File: config.mk
export PLATFORM = sky130hd
export DESIGN_NAME = ubrg_core
export DESIGN_NICKNAME = d
export VERILOG_FILES = /design/src/design/ubrg_pkg.sv /design/src/design/ubrg_core.sv
export SDC_FILE = /design/constraint.sdc
export NUM_CORES = 1
export LEC_CHECK = 0
export ABC_AREA = 0
export BUFFER_PORTS_ARGS = -buffer_cell sky130_fd_sc_hd__buf_2
export CAP_MARGIN = 20
export CELL_PAD_IN_SITES_DETAIL_PLACEMENT = 0
export CELL_PAD_IN_SITES_GLOBAL_PLACEMENT = 2
export CORE_ASPECT_RATIO = 1.1
export CORE_MARGIN = 8
export CORE_UTILIZATION = 45
export CTS_BUF_LIST = sky130_fd_sc_hd__clkbuf_8
export CTS_CLUSTER_DIAMETER = 200
export DETAILED_ROUTE_END_ITERATION = 10
export HOLD_SLACK_MARGIN = 0.1
export PLACE_DENSITY = 0.92
export REMOVE_ABC_BUFFERS = 1
export SLEW_MARGIN = 20
export SYNTH_ARGS = -nofsm -noshare
export SYNTH_HDL_FRONTEND = slang
export SYNTH_SLANG_ARGS = --single-unit
File: constraint.sdc
create_clock -name mclk -period 11.2 [get_ports mclk]
set_input_delay 1.12 -clock mclk [delete_from_list [all_inputs] [get_ports mclk]]
set_output_delay 1.12 -clock mclk [all_outputs]
set_load 0.02 [all_outputs]
File: src/design/ubrg_pkg.sv
// package of offsets, field positions, reset values and counts for the baud rate generator
package ubrg_pkg;
   // register offsets (byte addresses on the plain register port)
   localparam logic [7:0] ADDR_CLOCK_PRESCALE = 8'h01;
   localparam logic [7:0] ADDR_SAMPLE_CLOCK_COUNT = 8'h02;
   localparam logic [7:0] ADDR_CLOCK_SELECT = 8'h03;
   localparam logic [7:0] ADDR_DIVISOR_LOW = 8'h04;
   localparam logic [7:0] ADDR_DIVISOR_HIGH = 8'h05;
   localparam logic [7:0] ADDR_MODE_CONTROL = 8'h06;
   localparam logic [7:0] ADDR_ENHANCED_CONTROL = 8'h07;
   localparam logic [7:0] ADDR_GEN_STATUS = 8'h08;
   // field positions
   localparam int PRESCALE_M_LSB = 3;
   localparam int PRESCALE_N_MSB = 2;
   localparam int PRESCALER_ENABLE_BIT = 7;
   localparam int ENHANCED_MODE_ENABLE_BIT = 4;
   localparam int TX_ISOCHRONOUS_SELECT = 7;
   localparam int TX_EXT_CLOCK_SELECT = 6;
   localparam int DTR_NX_CLOCK_SELECT = 5;
   localparam int DTR_TX_CLOCK_SELECT = 4;
   localparam int RX_ISOCHRONOUS_SELECT = 3;
   localparam int RX_EXT_CLOCK_SELECT = 2;
   // values after reset
   localparam logic [7:0] RST_CLOCK_PRESCALE = 8'h08;
   localparam logic [7:0] RST_SAMPLE_CLOCK_COUNT = 8'h00;
   localparam logic [7:0] RST_CLOCK_SELECT = 8'h00;
   localparam logic [7:0] RST_DIVISOR_LOW = 8'h01;
   localparam logic [7:0] RST_DIVISOR_HIGH = 8'h00;
   localparam logic [7:0] RST_MODE_CONTROL = 8'h00;
   localparam logic [7:0] RST_ENHANCED_CONTROL = 8'h00;
   // counts
   localparam logic [4:0] CLOCKS_PER_BIT_DEFAULT = 5'h10;
   localparam logic [3:0] CLOCKS_PER_BIT_MIN_CODE = 4'h4;
   localparam logic [4:0] CLOCKS_PER_BIT_ISO = 5'h01;
   localparam logic [7:0] READ_UNMAPPED = 8'h00;
endpackage

File: src/design/ubrg_core.sv
// baud rate generator: fractional prescaler, 16-bit divisor, oversampling count, 1x clock mode
// How it works
// - sixteen-bit divisor from high and low bytes
// - bit rate is clock over sc*divisor*prescale
// - reset bypasses prescaler, oversampling register zero
// - prescaler ratio is M plus N eighths
// - prescaler enable low forces ratio one
// - low nibble codes clocks per bit
// - oversampling register upper nibble reads zero
// - oversampling register reads back only the low nibble last written
// - codes 01, 10, 11 stay sixteen clocks
// - oversampling count ignored in isochronous mode
// - oversampling register needs no enhanced mode
// - transmitter clock on ring pin, receiver on dsr
// - select bits 7 and 3 choose isochronous
// - isochronous shifts one bit per 1x clock
// - local 1x clock can drive dtr pin
// - select bits 4/5 put clocks on dtr
`timescale 1ns/1ps
module ubrg_core (
   input wire logic mclk,
   input wire logic rst_n,
   input wire logic [7:0] reg_addr,
   input wire logic [7:0] reg_wdata,
   input wire logic reg_wr,
   input wire logic reg_rd,
   output logic [7:0] reg_rdata,
   input wire logic ring_indicator_pin,
   input wire logic dsr_pin,
   input wire logic dtr_modem_n,
   output logic dtr_n,
   output logic tx_bit_en,
   output logic rx_sample_en,
   output logic tx_isochronous,
   output logic rx_isochronous,
   output logic [4:0] tx_clocks_per_bit,
   output logic [4:0] rx_clocks_per_bit
);

   // decode of the oversampling code into clocks per bit
   function automatic logic [4:0] ubrg_clocks_per_bit(input logic [7:0] code);
      logic [4:0] n;
      n = ubrg_pkg::CLOCKS_PER_BIT_DEFAULT;
      // only the low nibble matters, so 0x10 and 0x11 fall back to sixteen
      if (code[3:0] >= ubrg_pkg::CLOCKS_PER_BIT_MIN_CODE) begin
         n = {1'b0, code[3:0]};
      end
      return n;
   endfunction

   // software visible registers
   logic [7:0] clock_prescale; // M in the upper five bits, N in the lower three
   logic [7:0] sample_clock_count; // kept whole, though reads return only the low nibble
   logic [7:0] clock_select_register; // isochronous, source and dtr selects
   logic [7:0] divisor_low_byte; // lower half of the divisor
   logic [7:0] divisor_high_byte; // upper half of the divisor
   logic [7:0] mode_control; // holds the prescaler enable bit
   logic [7:0] enhanced_control; // holds the enhanced mode enable bit

   // generator state
   logic [5:0] pre_cnt; // cycles into the current prescaler period
   logic [2:0] frac_acc; // fraction accumulator, one carry per eighth overflow
   logic pre_extra; // current prescaler period is M+1 long
   logic [15:0] div_cnt; // prescaled ticks into the divisor period
   logic [3:0] os_cnt; // sample enables into the current bit
   logic gen_clk; // square wave toggled on each sample enable
   logic tx_clk_prev; // last level of the transmitter 1x clock
   logic rx_clk_prev; // last level of the receiver 1x clock

   // derived values
   logic prescaler_on;
   logic [5:0] m_eff;
   logic [5:0] pre_len;
   logic pre_tick;
   logic [3:0] frac_sum;
   logic [15:0] divisor;
   logic [15:0] div_eff;
   logic sample_pulse;
   logic [4:0] sc;
   logic bit_wrap;
   logic tx_clk_src;
   logic rx_clk_src;
   logic tx_edge;
   logic rx_edge;
   logic next_tx_bit_en;
   logic next_rx_sample_en;
   logic next_dtr_n;
   logic [7:0] next_rdata;

   // prescaler ratio and bypass
   assign prescaler_on = mode_control[ubrg_pkg::PRESCALER_ENABLE_BIT];
   // M of zero is outside the range and acts as one
   assign m_eff = (clock_prescale[7:ubrg_pkg::PRESCALE_M_LSB] == 5'h00) ? 6'h01 :
                  {1'b0, clock_prescale[7:ubrg_pkg::PRESCALE_M_LSB]};
   assign pre_len = m_eff + {5'h00, pre_extra};
   assign frac_sum = {1'b0, frac_acc} + {1'b0, clock_prescale[ubrg_pkg::PRESCALE_N_MSB:0]};
   // bypass gives a tick on every clock, an exact ratio of one
   assign pre_tick = !prescaler_on || (pre_cnt >= (pre_len - 6'h01));

   // divisor, a zero value is treated as one so the generator never stalls
   assign divisor = {divisor_high_byte, divisor_low_byte};
   assign div_eff = (divisor == 16'h0000) ? 16'h0001 : divisor;
   assign sample_pulse = pre_tick && (div_cnt >= (div_eff - 16'h0001));

   // oversampling count takes effect in any mode, no enhanced gate
   assign sc = ubrg_clocks_per_bit(sample_clock_count);
   assign bit_wrap = sample_pulse && ({1'b0, os_cnt} >= (sc - 5'h01));

   // 1x clock sources: external pin or the local generator clock
   assign tx_clk_src = clock_select_register[ubrg_pkg::TX_EXT_CLOCK_SELECT] ?
                       ring_indicator_pin : gen_clk;
   assign rx_clk_src = clock_select_register[ubrg_pkg::RX_EXT_CLOCK_SELECT] ?
                       dsr_pin : gen_clk;
   // each rising edge of the 1x clock shifts one bit
   assign tx_edge = tx_clk_src && !tx_clk_prev;
   assign rx_edge = rx_clk_src && !rx_clk_prev;

   // isochronous flags straight from the select register
   assign tx_isochronous = clock_select_register[ubrg_pkg::TX_ISOCHRONOUS_SELECT];
   assign rx_isochronous = clock_select_register[ubrg_pkg::RX_ISOCHRONOUS_SELECT];
   // framing logic sees one clock per bit in isochronous mode
   assign tx_clocks_per_bit = tx_isochronous ? ubrg_pkg::CLOCKS_PER_BIT_ISO : sc;
   assign rx_clocks_per_bit = rx_isochronous ? ubrg_pkg::CLOCKS_PER_BIT_ISO : sc;

   // prescaler counter mixing M and M+1 periods, one M+1 per carry of the N eighths
   always_ff @(posedge mclk or negedge rst_n) begin
      if (!rst_n) begin
         pre_cnt <= 6'h00;
         frac_acc <= 3'h0;
         pre_extra <= 1'b0;
      end else if (!prescaler_on) begin
         // held clear so enabling starts a clean period
         pre_cnt <= 6'h00;
         frac_acc <= 3'h0;
         pre_extra <= 1'b0;
      end else if (pre_tick) begin
         // carry out of the eighths makes the next period one longer
         pre_cnt <= 6'h00;
         frac_acc <= frac_sum[2:0];
         pre_extra <= frac_sum[3];
      end else begin
         pre_cnt <= pre_cnt + 6'h01;
      end
   end

   // divisor counter advanced by prescaled ticks
   always_ff @(posedge mclk or negedge rst_n) begin
      if (!rst_n) begin
         div_cnt <= 16'h0000;
      end else if (sample_pulse) begin
         // >= compare restarts cleanly if the divisor shrinks mid period
         div_cnt <= 16'h0000;
      end else if (pre_tick) begin
         div_cnt <= div_cnt + 16'h0001;
      end
   end

   // oversampling counter, one bit time per programmed count
   always_ff @(posedge mclk or negedge rst_n) begin
      if (!rst_n) begin
         os_cnt <= 4'h0;
      end else if (bit_wrap) begin
         os_cnt <= 4'h0;
      end else if (sample_pulse) begin
         os_cnt <= os_cnt + 4'h1;
      end
   end

   // local square clock, one half period per sample enable
   always_ff @(posedge mclk or negedge rst_n) begin
      if (!rst_n) begin
         gen_clk <= 1'b0;
      end else if (sample_pulse) begin
         gen_clk <= !gen_clk;
      end
   end

   // previous levels of the 1x clocks for edge detection
   always_ff @(posedge mclk or negedge rst_n) begin
      if (!rst_n) begin
         tx_clk_prev <= 1'b0;
         rx_clk_prev <= 1'b0;
      end else begin
         tx_clk_prev <= tx_clk_src;
         rx_clk_prev <= rx_clk_src;
      end
   end

   // enables to the transmitter and receiver
   always_comb begin
      // oversampled mode: transmitter shifts once per bit time
      next_tx_bit_en = bit_wrap;
      next_rx_sample_en = sample_pulse;
      if (tx_isochronous) begin
         next_tx_bit_en = tx_edge;
      end
      if (rx_isochronous) begin
         next_rx_sample_en = rx_edge;
      end
   end

   // dtr pin: clock output when selected, otherwise the modem control level
   always_comb begin
      next_dtr_n = dtr_modem_n;
      if (clock_select_register[ubrg_pkg::DTR_TX_CLOCK_SELECT]) begin
         // transmitter clock wins when both selects are set
         next_dtr_n = tx_clk_src;
      end else if (clock_select_register[ubrg_pkg::DTR_NX_CLOCK_SELECT]) begin
         next_dtr_n = gen_clk;
      end
   end

   // output flops so pins and enables are glitch free
   always_ff @(posedge mclk or negedge rst_n) begin
      if (!rst_n) begin
         tx_bit_en <= 1'b0;
         rx_sample_en <= 1'b0;
         dtr_n <= 1'b1;
      end else begin
         tx_bit_en <= next_tx_bit_en;
         rx_sample_en <= next_rx_sample_en;
         dtr_n <= next_dtr_n;
      end
   end

   // prescale, oversampling and select register writes
   always_ff @(posedge mclk or negedge rst_n) begin
      if (!rst_n) begin
         clock_prescale <= ubrg_pkg::RST_CLOCK_PRESCALE;
         sample_clock_count <= ubrg_pkg::RST_SAMPLE_CLOCK_COUNT;
         clock_select_register <= ubrg_pkg::RST_CLOCK_SELECT;
      end else if (reg_wr) begin
         unique case (reg_addr)
            ubrg_pkg::ADDR_CLOCK_PRESCALE: begin
               clock_prescale <= reg_wdata;
            end
            ubrg_pkg::ADDR_SAMPLE_CLOCK_COUNT: begin
               // stored whole, no enhanced mode check
               sample_clock_count <= reg_wdata;
            end
            ubrg_pkg::ADDR_CLOCK_SELECT: begin
               clock_select_register <= reg_wdata;
            end
            default: begin
            end
         endcase
      end
   end

   // divisor byte writes
   always_ff @(posedge mclk or negedge rst_n) begin
      if (!rst_n) begin
         divisor_low_byte <= ubrg_pkg::RST_DIVISOR_LOW;
         divisor_high_byte <= ubrg_pkg::RST_DIVISOR_HIGH;
      end else if (reg_wr && (reg_addr == ubrg_pkg::ADDR_DIVISOR_LOW)) begin
         divisor_low_byte <= reg_wdata;
      end else if (reg_wr && (reg_addr == ubrg_pkg::ADDR_DIVISOR_HIGH)) begin
         divisor_high_byte <= reg_wdata;
      end
   end

   // enhanced mode control
   always_ff @(posedge mclk or negedge rst_n) begin
      if (!rst_n) begin
         enhanced_control <= ubrg_pkg::RST_ENHANCED_CONTROL;
      end else if (reg_wr && (reg_addr == ubrg_pkg::ADDR_ENHANCED_CONTROL)) begin
         enhanced_control <= reg_wdata;
      end
   end

   // mode control: prescaler enable only changes while enhanced mode is on
   always_ff @(posedge mclk or negedge rst_n) begin
      if (!rst_n) begin
         mode_control <= ubrg_pkg::RST_MODE_CONTROL;
      end else if (reg_wr && (reg_addr == ubrg_pkg::ADDR_MODE_CONTROL)) begin
         // other bits always take the write; a driver that skips enhanced
         // mode finds the prescaler enable unchanged
         mode_control[6:0] <= reg_wdata[6:0];
         if (enhanced_control[ubrg_pkg::ENHANCED_MODE_ENABLE_BIT]) begin
            mode_control[ubrg_pkg::PRESCALER_ENABLE_BIT] <=
               reg_wdata[ubrg_pkg::PRESCALER_ENABLE_BIT];
         end
      end
   end

   // read multiplexer
   always_comb begin
      next_rdata = ubrg_pkg::READ_UNMAPPED;
      unique case (reg_addr)
         ubrg_pkg::ADDR_CLOCK_PRESCALE: begin
            next_rdata = clock_prescale;
         end
         ubrg_pkg::ADDR_SAMPLE_CLOCK_COUNT: begin
            // upper nibble reads zero, low nibble as written, in every mode
            next_rdata = {4'h0, sample_clock_count[3:0]};
         end
         ubrg_pkg::ADDR_CLOCK_SELECT: begin
            next_rdata = clock_select_register;
         end
         ubrg_pkg::ADDR_DIVISOR_LOW: begin
            next_rdata = divisor_low_byte;
         end
         ubrg_pkg::ADDR_DIVISOR_HIGH: begin
            next_rdata = divisor_high_byte;
         end
         ubrg_pkg::ADDR_MODE_CONTROL: begin
            next_rdata = mode_control;
         end
         ubrg_pkg::ADDR_ENHANCED_CONTROL: begin
            next_rdata = enhanced_control;
         end
         ubrg_pkg::ADDR_GEN_STATUS: begin
            // live state: prescaler on, iso flags, decoded oversampling clocks per bit even in isochronous mode
            next_rdata = {prescaler_on, rx_isochronous, tx_isochronous, sc};
         end
         default: begin
            next_rdata = ubrg_pkg::READ_UNMAPPED;
         end
      endcase
   end

   // read data stands only in the cycle after the strobe
   always_ff @(posedge mclk or negedge rst_n) begin
      if (!rst_n) begin
         reg_rdata <= 8'h00;
      end else if (reg_rd) begin
         reg_rdata <= next_rdata;
      end else begin
         reg_rdata <= 8'h00;
      end
   end

endmodule // ubrg_core

==> results of run 1 <==
[critical path, delay by kind of cell (launching register included)]
kind,cells,cell delay (ns)
AO/OA/AOI/OAI,2,0.34
adder cells (fa/ha/maj),2,0.55
AND/OR/NAND/NOR,11,2.76
XOR/XNOR,1,0.13
flip-flops,1,0.46
[synthesized netlist by cell type (13+ instances only)]
| cell | instances |
|---|---|
| a21oi_1 | 16 |
| a22oi_1 | 15 |
| dfrtp_1 | 93 |
| ha_1 | 36 |
| inv_1 | 13 |
| mux2_2 | 56 |
| nand2_1 | 30 |
| nand3_1 | 17 |
| nor2_1 | 39 |
| o21ai_0 | 17 |
| xnor2_1 | 14 |
| xor2_1 | 17 |
[cells by family (layout without fill, tap and decap cells)]
group | after synthesis | count (layout) | share of synthesized area
adder cells (fa/ha/maj) | 37 | 37 | 0.0860
flip-flops | 96 | 96 | 0.440
multiplexers | 67 | 67 | 0.151
XOR/XNOR | 31 | 31 | 0.0496
AND/OR/NAND/NOR | 163 | 163 | 0.161
AO/OA/AOI/OAI | 72 | 72 | 0.0853
buffers and inverters | 32 | 75 | 0.0268
[per-layer routing]
layer,track usage,up-vias,share of wire
met5,0,-,0
met2,0.277,87,0.49
met3,0.0244,18,0.033
li1,-,1884,-
met1,0.231,2006,0.46
met4,0.0673,0,0.024
[how the worst min path moves through the flow]
| stage | to | from | depth (start not counted) |
|---|---|---|---|
| floorplan | dtr_n$_DFF_PN1_ | clock_select_register[4]$_DFFE_PN0P_ | 1 |
| global placement | frac_acc[0]$_DFFE_PN0P_ | frac_acc[0]$_DFFE_PN0P_ | 2 |
| detailed placement | frac_acc[0]$_DFFE_PN0P_ | frac_acc[0]$_DFFE_PN0P_ | 2 |
| CTS | frac_acc[2]$_DFFE_PN0P_ | frac_acc[2]$_DFFE_PN0P_ | 2 |
| global route | mode_control[4]$_DFFE_PN0P_ | mode_control[4]$_DFFE_PN0P_ | 1 |
| finish | frac_acc[2]$_DFFE_PN0P_ | frac_acc[2]$_DFFE_PN0P_ | 2 |
[stage by stage]
| step | hold slack (ns) | utilization |
|---|---|---|
| after floorplan | 0.441 | - |
| after global placement | 0.457 | 0.486 |
| after detailed placement | 0.474 | 0.486 |
| after CTS | 0.501 | 0.502 |
| after global routing | 0.522 | 0.502 |
| final | 0.498 | 0.502 |
[flip-flops by register name, indices dropped and copies added, names as in the netlist, 8 cells and up]
signal and count:
divisor_low_byte 8, reg_rdata 8, mode_control 8, enhanced_control 8, clock_prescale 8, divisor_high_byte 8, clock_select_register 8, div_cnt 16
[final cells by class]
type,count,area share
Tap cell,154,0.0322
Sequential cell,96,0.402
Clock buffer,9,0.0207
Inverter,13,0.00815
Clock inverter,7,0.0102
Timing Repair Buffer,46,0.0393
Multi-Input combinational cell,370,0.488
[power by group]
part	internal [mW]	total, mW	switching (mW)	leakage [nW]
sequential	0.381	0.418	0.0371	1.30
combinational	0.101	0.223	0.122	1.48
clock	0.0860	0.227	0.141	0.0945
==> results by group, run 1 <==
Outcome
  • Run status: finished, final reports clean

Synthesis
  • Avg Inst Size Synth: 11.0 um^2
  • Area leader, netlist: dfrtp_1
  • Sequential fraction of the synthesis area: 0.440
  • Area contributors post-synth: dfrtp_1, mux2_2, ha_1
  • Yosys cell types: 54
  • Ys flop type: dfrtp_1
  • Number of synthesized register bits: 96
  • Cell Area, Synth: 0.00547 mm^2
  • Yosys warns: 0
  • Post-synth EDFFs: 0
  • Ys async rst share: 1.00
  • Yosys top cell area share: 0.425
  • Syn Inst Count: 498

Power and ir drop
  • Worst VDD drop: roughly 0.072 mV
  • PD cells: 145 mW/mm^2
  • Lkg Pwr: ~2.9 nW
  • Overall power: 868 uW

Run
  • Max Cap Viol: 0

Worst setup path
  • Reg-to-reg endpoint: os_cnt[3]$_DFFE_PN0P_
  • CP max FO: 13
  • Register-to-Register Path Depth: 16
  • Crit path DAT: 4.62 ns
  • Crit Path Class: flip-flop to flip-flop
  • Crit Reg-Reg Startpoint: divisor_high_byte[2]$_DFFE_PN0P_
  • CP required: about 11 ns
  • Max incr delay on CP: 0.68 ns
  • Cell breakdown of the critical path: or4_1 -> nor3_1 -> nand2_1 -> nor3_1 -> nor2_1 -> ha_1 -> nand3_1 -> nor2b_1 -> xnor2_1 -> ha_1 -> nand4_1 -> nor4_1 -> o31a_1 -> or4_1 -> and2_4 -> a32o_1
  • Kind of end point of the critical path: flip-flop
  • CP endpoint: os_cnt[3]$_DFFE_PN0P_
  • CP startpoint: divisor_high_byte[2]$_DFFE_PN0P_
  • Critical path startpoint category: flip-flop
  • R2R setup slack: 6.86 ns
  • CP max-delay cell: or4_1

Cells and area
  • N_diodes: 0
  • Share of cells above drive strength 1: 0.253
  • Final Non-Filler Cells: 695
  • Multi-input combinational cell area: just under 0.003 mm^2
  • Area Growth Syn to Fin: 9.42%
  • Filler Cell Count: 1065
  • Register area: 0.00241 mm^2
  • Most frequent cells in the layout: dfrtp_1, mux2_2, buf_2
  • Design area: 0.00599 mm^2
  • Most common cell after layout, fill and taps aside: dfrtp_1
  • Nets: 596

Route
  • Final WL: 13.2 mm
  • First DRT Iteration DRCs: 251
  • # DRC: 0
  • Routed vias: about 4000
  • Detail Route Antenna Nets: 0
  • DR WL/cell: 19.0 um
  • Initial DRT Pass Iterations: 4
  • Vias per cell: 5.75

Placement
  • Placed Cells incl. Taps: around 680
  • Placement-stage cell area: about 0.0058 mm^2
  • Number of port buffers: 45
  • Place WS: 6.91 ns
  • RePlAce Congestion: 0.877
  • Dpl hpwl: 9.77 mm

STA
  • Period Utilization, post-route: 0.388
  • RSZ-0062 raised after global routing: false
  • Worst-Margin Slew: 1.00 ns
  • Final hold vios: 0
  • Tmin final: 4.34 ns
  • Sum of negative setup slack: 0 ns
  • Setup violators final: 0
  • Fmax: ~230 MHz
  • Max_slew headroom: 0.328
  • Max Slew Vio Count: 0
  • Post-route setup slack: 6.86 ns
  • Max Clock Skew: 0.0172 ns

GRT
  • Global-route wire length before repair: 21.9 mm
  • Vias in the first global route: 4119
  • Total GRT Usage: 0.173
  • Grt total ovfl: 0
  • Initial antenna violation count: 0
  • Largest net degree at the start of global routing: roughly 60

Floorplan
  • Std cell rows: 42
  • Height of the chip: around 130 um
  • IO Count: 46
  • Initial core utilization: 0.459
  • Die Wd: roughly 120 um
  • Core Box Area: 0.0119 mm^2
  • Full die area: 0.0159 mm^2

Clock tree
  • CTS tree: built
  • Clk_lat worst skew: 0.39 ns
  • CTS max path bufs: 2
  • Clk slew on worst S/H paths: 0.12 ns
  • CTS H-tree depth: 3
  • CTS Hold Bufs: 0
  • Post-cts resize count: 0
  • Post-CTS Setup Inserts: 0
  • TritonCTS Buffers: 9
  • Root Driver: clkbuf_8
  • CTS Sinks: 96

Hold path
  • Worst Hold Class: flip-flop to flip-flop
Note: power is estimated with default switching activity, not from simulation.
==> run 2: changes to the inputs <==
--- a/config.mk
+++ b/config.mk
@@ -5,19 +5,19 @@
 export SDC_FILE = /design/constraint.sdc
 export NUM_CORES = 1
 export LEC_CHECK = 0
-export ABC_AREA = 0
+export ABC_AREA = 1
 export BUFFER_PORTS_ARGS = -buffer_cell sky130_fd_sc_hd__buf_2
 export CAP_MARGIN = 20
 export CELL_PAD_IN_SITES_DETAIL_PLACEMENT = 0
 export CELL_PAD_IN_SITES_GLOBAL_PLACEMENT = 2
 export CORE_ASPECT_RATIO = 1.1
 export CORE_MARGIN = 8
-export CORE_UTILIZATION = 45
+export CORE_UTILIZATION = 37
 export CTS_BUF_LIST = sky130_fd_sc_hd__clkbuf_8
 export CTS_CLUSTER_DIAMETER = 200
 export DETAILED_ROUTE_END_ITERATION = 10
 export HOLD_SLACK_MARGIN = 0.1
-export PLACE_DENSITY = 0.92
+export PLACE_DENSITY = 0.85
 export REMOVE_ABC_BUFFERS = 1
 export SLEW_MARGIN = 20
 export SYNTH_ARGS = -nofsm -noshare
==> constraint.sdc (replaced) <==
create_clock -name mclk -period 4.1 [get_ports mclk]
set_input_delay 0.41 -clock mclk [delete_from_list [all_inputs] [get_ports mclk]]
set_output_delay 0.41 -clock mclk [all_outputs]
set_load 0.02 [all_outputs]
==> results by group, run 2 <==
Clock tree
  • Clk_lat worst skew: 0.38 ns
  • CTS Hold Bufs: 0
  • Post-cts resize count: 0
  • Clk slew on worst S/H paths: ~0.10 ns
  • CTS H-tree depth: 3
  • CTS Sinks: 96
  • TritonCTS Buffers: 9
  • Post-CTS Setup Inserts: 0
  • CTS max path bufs: 2
  • CTS tree: built
  • Root Driver: clkbuf_8

Cells and area
  • Final Non-Filler Cells: 1006
  • Register area: 0.00241 mm^2
  • Area Growth Syn to Fin: 9.83%
  • Design area: 0.00660 mm^2
  • Nets: 857
  • Most common cell after layout, fill and taps aside: nand2_1
  • Most frequent cells in the layout: nand2_1, dfrtp_1, nor2_1
  • Multi-input combinational cell area: 0.00314 mm^2
  • Filler Cell Count: 1723
  • Max reg flops: 16
  • Share of cells above drive strength 1: 0.156
  • N_diodes: 0
  • Most flops, register: div_cnt

Route
  • Initial DRT Pass Iterations: 5
  • Routed vias: slightly above 5000
  • Detail Route Antenna Nets: 0
  • DR WL/cell: 16.5 um
  • # DRC: 0
  • Vias per cell: 5.02
  • Final WL: between 15 and 20 mm
  • First DRT Iteration DRCs: 291

Synthesis
  • Sequential fraction of the synthesis area: 0.400
  • Yosys warns: 0
  • Ys async rst share: 1.00
  • Number of synthesized register bits: 96
  • Avg Inst Size Synth: 7.97 um^2
  • Ys flop type: dfrtp_1
  • Commonest cells post-synth: nand2_1, dfrtp_1, nor2_1
  • Most numerous cell in the Yosys netlist: nand2_1
  • Post-synth EDFFs: 0
  • Yosys cell types: 40
  • Cell Area, Synth: approximately 0.006 mm^2
  • Area leader, netlist: dfrtp_1
  • Area contributors post-synth: dfrtp_1, nand2_1, ha_1
  • Syn Inst Count: 754
  • Yosys top cell area share: 0.387

GRT
  • Global-route wire length before repair: between 20 and 30 mm
  • Initial antenna violation count: 0
  • Total GRT Usage: 0.171
  • Largest net degree at the start of global routing: 68
  • Vias in the first global route: 5091
  • Grt total ovfl: 0

Floorplan
  • Height of the chip: 150 um
  • IO Count: 46
  • Full die area: 0.0206 mm^2
  • Std cell rows: 49
  • Core Box Area: about 0.016 mm^2
  • Die Wd: between 100 and 150 um
  • Initial core utilization: 0.373

Worst setup path
  • R2R setup slack: between 0.8 and 0.9 ns
  • Register-to-Register Path Depth: 20
  • CP max FO: 9
  • Critical path startpoint category: flip-flop
  • Crit path DAT: 3.54 ns
  • CP required: 4.41 ns
  • Crit Reg-Reg Startpoint: divisor_high_byte[1]$_DFFE_PN0P_
  • Kind of end point of the critical path: flip-flop
  • Crit Path Class: flip-flop to flip-flop
  • Reg-to-reg endpoint: div_cnt[4]$_DFFE_PN0P_

Placement
  • Placed Cells incl. Taps: ~1000
  • Place WS: 0.899 ns
  • Placement-stage cell area: ~0.0064 mm^2
  • Number of port buffers: 45
  • RePlAce Congestion: roughly 0.95
  • Dpl hpwl: between 10 and 15 mm

STA
  • Max_slew headroom: 0.417
  • Worst-Margin Slew: 0.874 ns
  • Final hold vios: 0
  • Post-route setup slack: 0.873 ns
  • Tmin final: ~3.2 ns
  • Period Utilization, post-route: 0.787
  • WHS: roughly 0.13 ns
  • RSZ-0062 raised after global routing: false
  • Setup violators final: 0
  • Max Slew Vio Count: 0
  • Fmax: 310 MHz
  • Sum of negative setup slack: 0 ns
  • Max Clock Skew: 0.0126 ns

Power and ir drop
  • PD cells: 396 mW/mm^2
  • Lkg Pwr: 3.33 nW
  • Worst VDD drop: around 0.19 mV

Outcome
  • Run status: finished, final reports clean

Hold path
  • Worst Hold Class: input port to async pin

Run
  • Max Cap Viol: 0
run 2: cell types whose count changed in the layout (fill, tap and decap cells not counted), moves of 10 or more:
cell     delta
nor2b_1    -12
o21ai_2    +25
o21ai_1    +34
xnor2_1    -10
a22oi_1    -15
nand3_1    +31
nand2_1   +150
nor2_1     +45
mux2_2     -56
o21ai_0    +15
inv_1      +69
nand4_1    +15
run 2: kinds of logic after synthesis:
kind of cell	share of synthesized area
simple gates	0.285
fa+ha+maj	0.0783
flops	0.400
compound gates	0.119
xor+xnor	0.0393
buf+inv	0.0779
run 2: routing by layer:
layer,share of wire,global-route usage
met5,0,0
met4,0.027,0.0723
met3,0.035,0.0252
met2,0.50,0.287
met1,0.44,0.213
run 2: report_power, final:
part	switching, mW	total (mW)	internal, mW
registers	0.124	1.16	1.04
logic	0.460	0.728	0.268
clock network	0.354	0.720	0.366
run 2: how the worst max path moves through the flow:
stage | start | endpoint | slack [ns] | depth (start not counted)
after floorplan | clock_prescale[6]$_DFFE_PN0P_ | div_cnt[4]$_DFFE_PN0P_ | 1.00 | 15
after global routing | divisor_high_byte[1]$_DFFE_PN0P_ | rx_sample_en$_DFF_PN0_ | 0.50 | 19
after global placement | divisor_high_byte[1]$_DFFE_PN0P_ | div_cnt[7]$_DFFE_PN0P_ | 0.97 | 20
after detailed placement | divisor_high_byte[1]$_DFFE_PN0P_ | rx_sample_en$_DFF_PN0_ | 0.90 | 19
final | divisor_high_byte[1]$_DFFE_PN0P_ | div_cnt[4]$_DFFE_PN0P_ | 0.87 | 20
after CTS | divisor_high_byte[1]$_DFFE_PN0P_ | div_cnt[4]$_DFFE_PN0P_ | 0.86 | 20
run 2: area by class of cell:
type,count,area share
multi-input combinational,557,0.475
sequential,96,0.364
inverter,86,0.0500
tap,204,0.0387
timing repair buffer,47,0.0368
clock buffer,10,0.0208
clock inverter,6,0.0140
run 2: metrics by stage:
step | power [mW] | util
2_1_floorplan | 1.68 | -
3_3_place_gp | 1.90 | 0.395
3_5_place_dp | 1.92 | 0.395
4_1_cts | 2.65 | 0.409
5_1_grt | 2.81 | 0.409
6_report | 2.61 | 0.409
run 2: worst max-delay path, stage by stage, from the launching register on:
cell     delay (ns)
dfrtp_1        0.46
nor2_2         0.08
nand2_1        0.10
nor2_1         0.05
nand4_1        0.12
inv_1          0.05
nor2_1         0.13
ha_1           0.21
nand2_1        0.13
nor2_1         0.24
nand4_1        0.14
xor2_1         0.15
inv_1          0.06
ha_1           0.26
nand2_1        0.10
o21ai_0        0.15
a21oi_4        0.27
nand2_4        0.16
nand2_8        0.12
inv_2          0.06
nor2_1         0.10
==> run 3: changes to the inputs <==
--- a/config.mk
+++ b/config.mk
@@ -5,7 +5,7 @@
 export SDC_FILE = /design/constraint.sdc
 export NUM_CORES = 1
 export LEC_CHECK = 0
-export ABC_AREA = 1
+export ABC_AREA = 0
 export BUFFER_PORTS_ARGS = -buffer_cell sky130_fd_sc_hd__buf_2
 export CAP_MARGIN = 20
 export CELL_PAD_IN_SITES_DETAIL_PLACEMENT = 0
@@ -17,7 +17,7 @@
 export CTS_CLUSTER_DIAMETER = 200
 export DETAILED_ROUTE_END_ITERATION = 10
 export HOLD_SLACK_MARGIN = 0.1
-export PLACE_DENSITY = 0.85
+export PLACE_DENSITY = 0.82
 export REMOVE_ABC_BUFFERS = 1
 export SLEW_MARGIN = 20
 export SYNTH_ARGS = -nofsm -noshare
==> constraint.sdc (replaced) <==
create_clock -name mclk -period 2.6 [get_ports mclk]
set_input_delay 0.26 -clock mclk [delete_from_list [all_inputs] [get_ports mclk]]
set_output_delay 0.26 -clock mclk [all_outputs]
set_load 0.02 [all_outputs]
==> results by group, run 3 (same netlist as run 1, synthesis figures left out) <==
STA
  • Worst-Margin Slew: 0.615 ns
  • Period Utilization, post-route: 1.36
  • Max_slew headroom: 0.590
  • Max Clock Skew: 0.0133 ns
  • Max Slew Vio Count: 0
  • RSZ-0062 raised after global routing: true
  • Setup violators final: 33
  • Final hold vios: 0
  • Tmin final: 3.54 ns
  • Post-route setup slack: -0.938 ns
  • WHS: 0.144 ns
  • Fmax: 283 MHz

Outcome
  • Run status: finished with violations
  • Failing checks: negative setup slack

Power and ir drop
  • Worst VDD drop: 0.331 mV
  • PD cells: 580 mW/mm^2
  • Lkg Pwr: between 3 and 4 nW
  • Sequential share of power: 0.451
  • Pint: 2.62 mW
  • Net Switching: 1.35 mW
  • Combinational share of power: 0.311
  • Clock power share: 0.238
  • Switching share of total power: 0.341

Route
  • First DRT Iteration DRCs: 166
  • Initial DRT Pass Iterations: 5
  • # DRC: 0
  • DR WL/cell: 18.1 um
  • Final WL: 14.4 mm
  • Vias per cell: 5.29
  • Routed vias: between 4000 and 5000
  • Detail Route Antenna Nets: 0

Cells and area
  • Multi-input combinational cell area: 0.00320 mm^2
  • Nets: 657
  • Area Growth Syn to Fin: 25.2%
  • Max reg flops: 16
  • Register area: roughly 0.0024 mm^2
  • Most frequent cells in the layout: dfrtp_1, mux2_2, buf_4
  • N_diodes: 0
  • Filler Cell Count: 1303
  • Most flops, register: div_cnt
  • Share of cells above drive strength 1: 0.397
  • Most common cell after layout, fill and taps aside: dfrtp_1

Clock tree
  • CTS H-tree depth: 3
  • CTS Sinks: 96
  • CTS max path bufs: 2
  • TritonCTS Buffers: 9
  • CTS tree: built
  • Clk slew on worst S/H paths: 0.10 ns
  • Clk_lat worst skew: 0.38 ns
  • Root Driver: clkbuf_8

GRT
  • Global-route wire length before repair: about 24 mm
  • Initial antenna violation count: 0
  • Total GRT Usage: 0.157
  • Grt total ovfl: 0
  • Vias in the first global route: 4548
  • Largest net degree at the start of global routing: 45

Placement
  • Place WS: -1.38 ns
  • Number of port buffers: 45
  • Dpl hpwl: 10.8 mm
  • RePlAce Congestion: roughly 0.84

Hold path
  • Worst Hold Class: input port to flip-flop

Floorplan
  • Initial core utilization: 0.379
  • Height of the chip: 144 um
  • IO Count: 46
  • Die Wd: 132 um
  • Core Box Area: 0.0144 mm^2
  • Full die area: 0.0189 mm^2
  • Std cell rows: 46

Worst setup path
  • CP required: 2.87 ns
  • Critical path startpoint category: flip-flop
  • R2R setup slack: -0.94 ns
  • Kind of end point of the critical path: flip-flop
  • Crit Path Class: flip-flop to flip-flop
  • Crit path DAT: 3.80 ns
  • CP max FO: 5

Run
  • Max Cap Viol: 0
-- run 3: final timing paths --
path | start | to | cells after the start
max in group asynchronous | rst_n | dtr_n$_DFF_PN1_ | 3
min in group asynchronous | rst_n | enhanced_control[5]$_DFFE_PN0P_ | 2
setup reg to reg | divisor_high_byte[3]$_DFFE_PN0P_ | os_cnt[3]$_DFFE_PN0P_ | 16
hold / removal | dsr_pin | rx_clk_prev$_DFF_PN0_ | 2
setup / recovery | divisor_high_byte[3]$_DFFE_PN0P_ | os_cnt[3]$_DFFE_PN0P_ | 16
hold reg to reg | pre_cnt[0]$_DFF_PN0_ | pre_cnt[0]$_DFF_PN0_ | 1
-- run 3: per-layer routing --
layer	global-route usage	part of all wire	up-vias
met5	0	0	-
met4	0.0678	0.022	0
met3	0.0213	0.030	19
li1	-	-	2004
met1	0.189	0.44	2107
met2	0.275	0.51	71
-- run 3: metrics by stage --
stage / cell area [um^2] / setup TNS [ns] / std cells / power, mW / util
after global placement: 6260 / -29.12 / 769 / 2.85 / 0.434
final: 6850 / -23.53 / 794 / 3.97 / 0.474
after global routing: 6850 / -28.19 / 794 / 4.24 / 0.474
after CTS: 6780 / -23.40 / 792 / 3.98 / 0.469
after floorplan: 5370 / -26.72 / 479 / 2.47 / -
after detailed placement: 6260 / -33.39 / 769 / 2.89 / 0.434
-- run 3: layout make-up --
type	instances	share of cell area
well taps	192	0.0351
multi-input cells	370	0.468
clock buffers	9	0.0181
flip-flops and latches	96	0.351
repair buffers	107	0.113
clock inverters	7	0.00785
inverters	13	0.00712
-- run 3: power by group through the flow --
stage / combinational, mW / clock [mW] / sequential [mW]
after floorplan: 0.686 / 0 / 1.78
final: 1.23 / 0.946 / 1.79
after global routing: 1.39 / 1.04 / 1.81
after global placement: 1.04 / 0 / 1.81
after detailed placement: 1.08 / 0 / 1.82
after CTS: 1.22 / 0.972 / 1.79
-- run 3: critical path: stages, from the launching register on --
cell and delay, ns:
dfrtp_1 0.39, or4_4 0.56, nor3_4 0.13, nand2_1 0.09, nor3_2 0.13, nor2_1 0.08, ha_2 0.20, nand3_4 0.09
nor3_2 0.05, xnor2_1 0.17, ha_1 0.27, nand4_1 0.14, nor4_2 0.07, o31a_1 0.10, or4_4 0.51, and2_4 0.20
a32o_1 0.22
-- run 3: what timing repair did --
action	4_1_cts	5_1_grt
endpoints found under the setup margin	33	33
pin swaps	22	4
endpoints found under the hold margin	40	0
gates cloned	2	0
gates resized for setup	65	20
buffers inserted	4	4
hold buffers	1	0
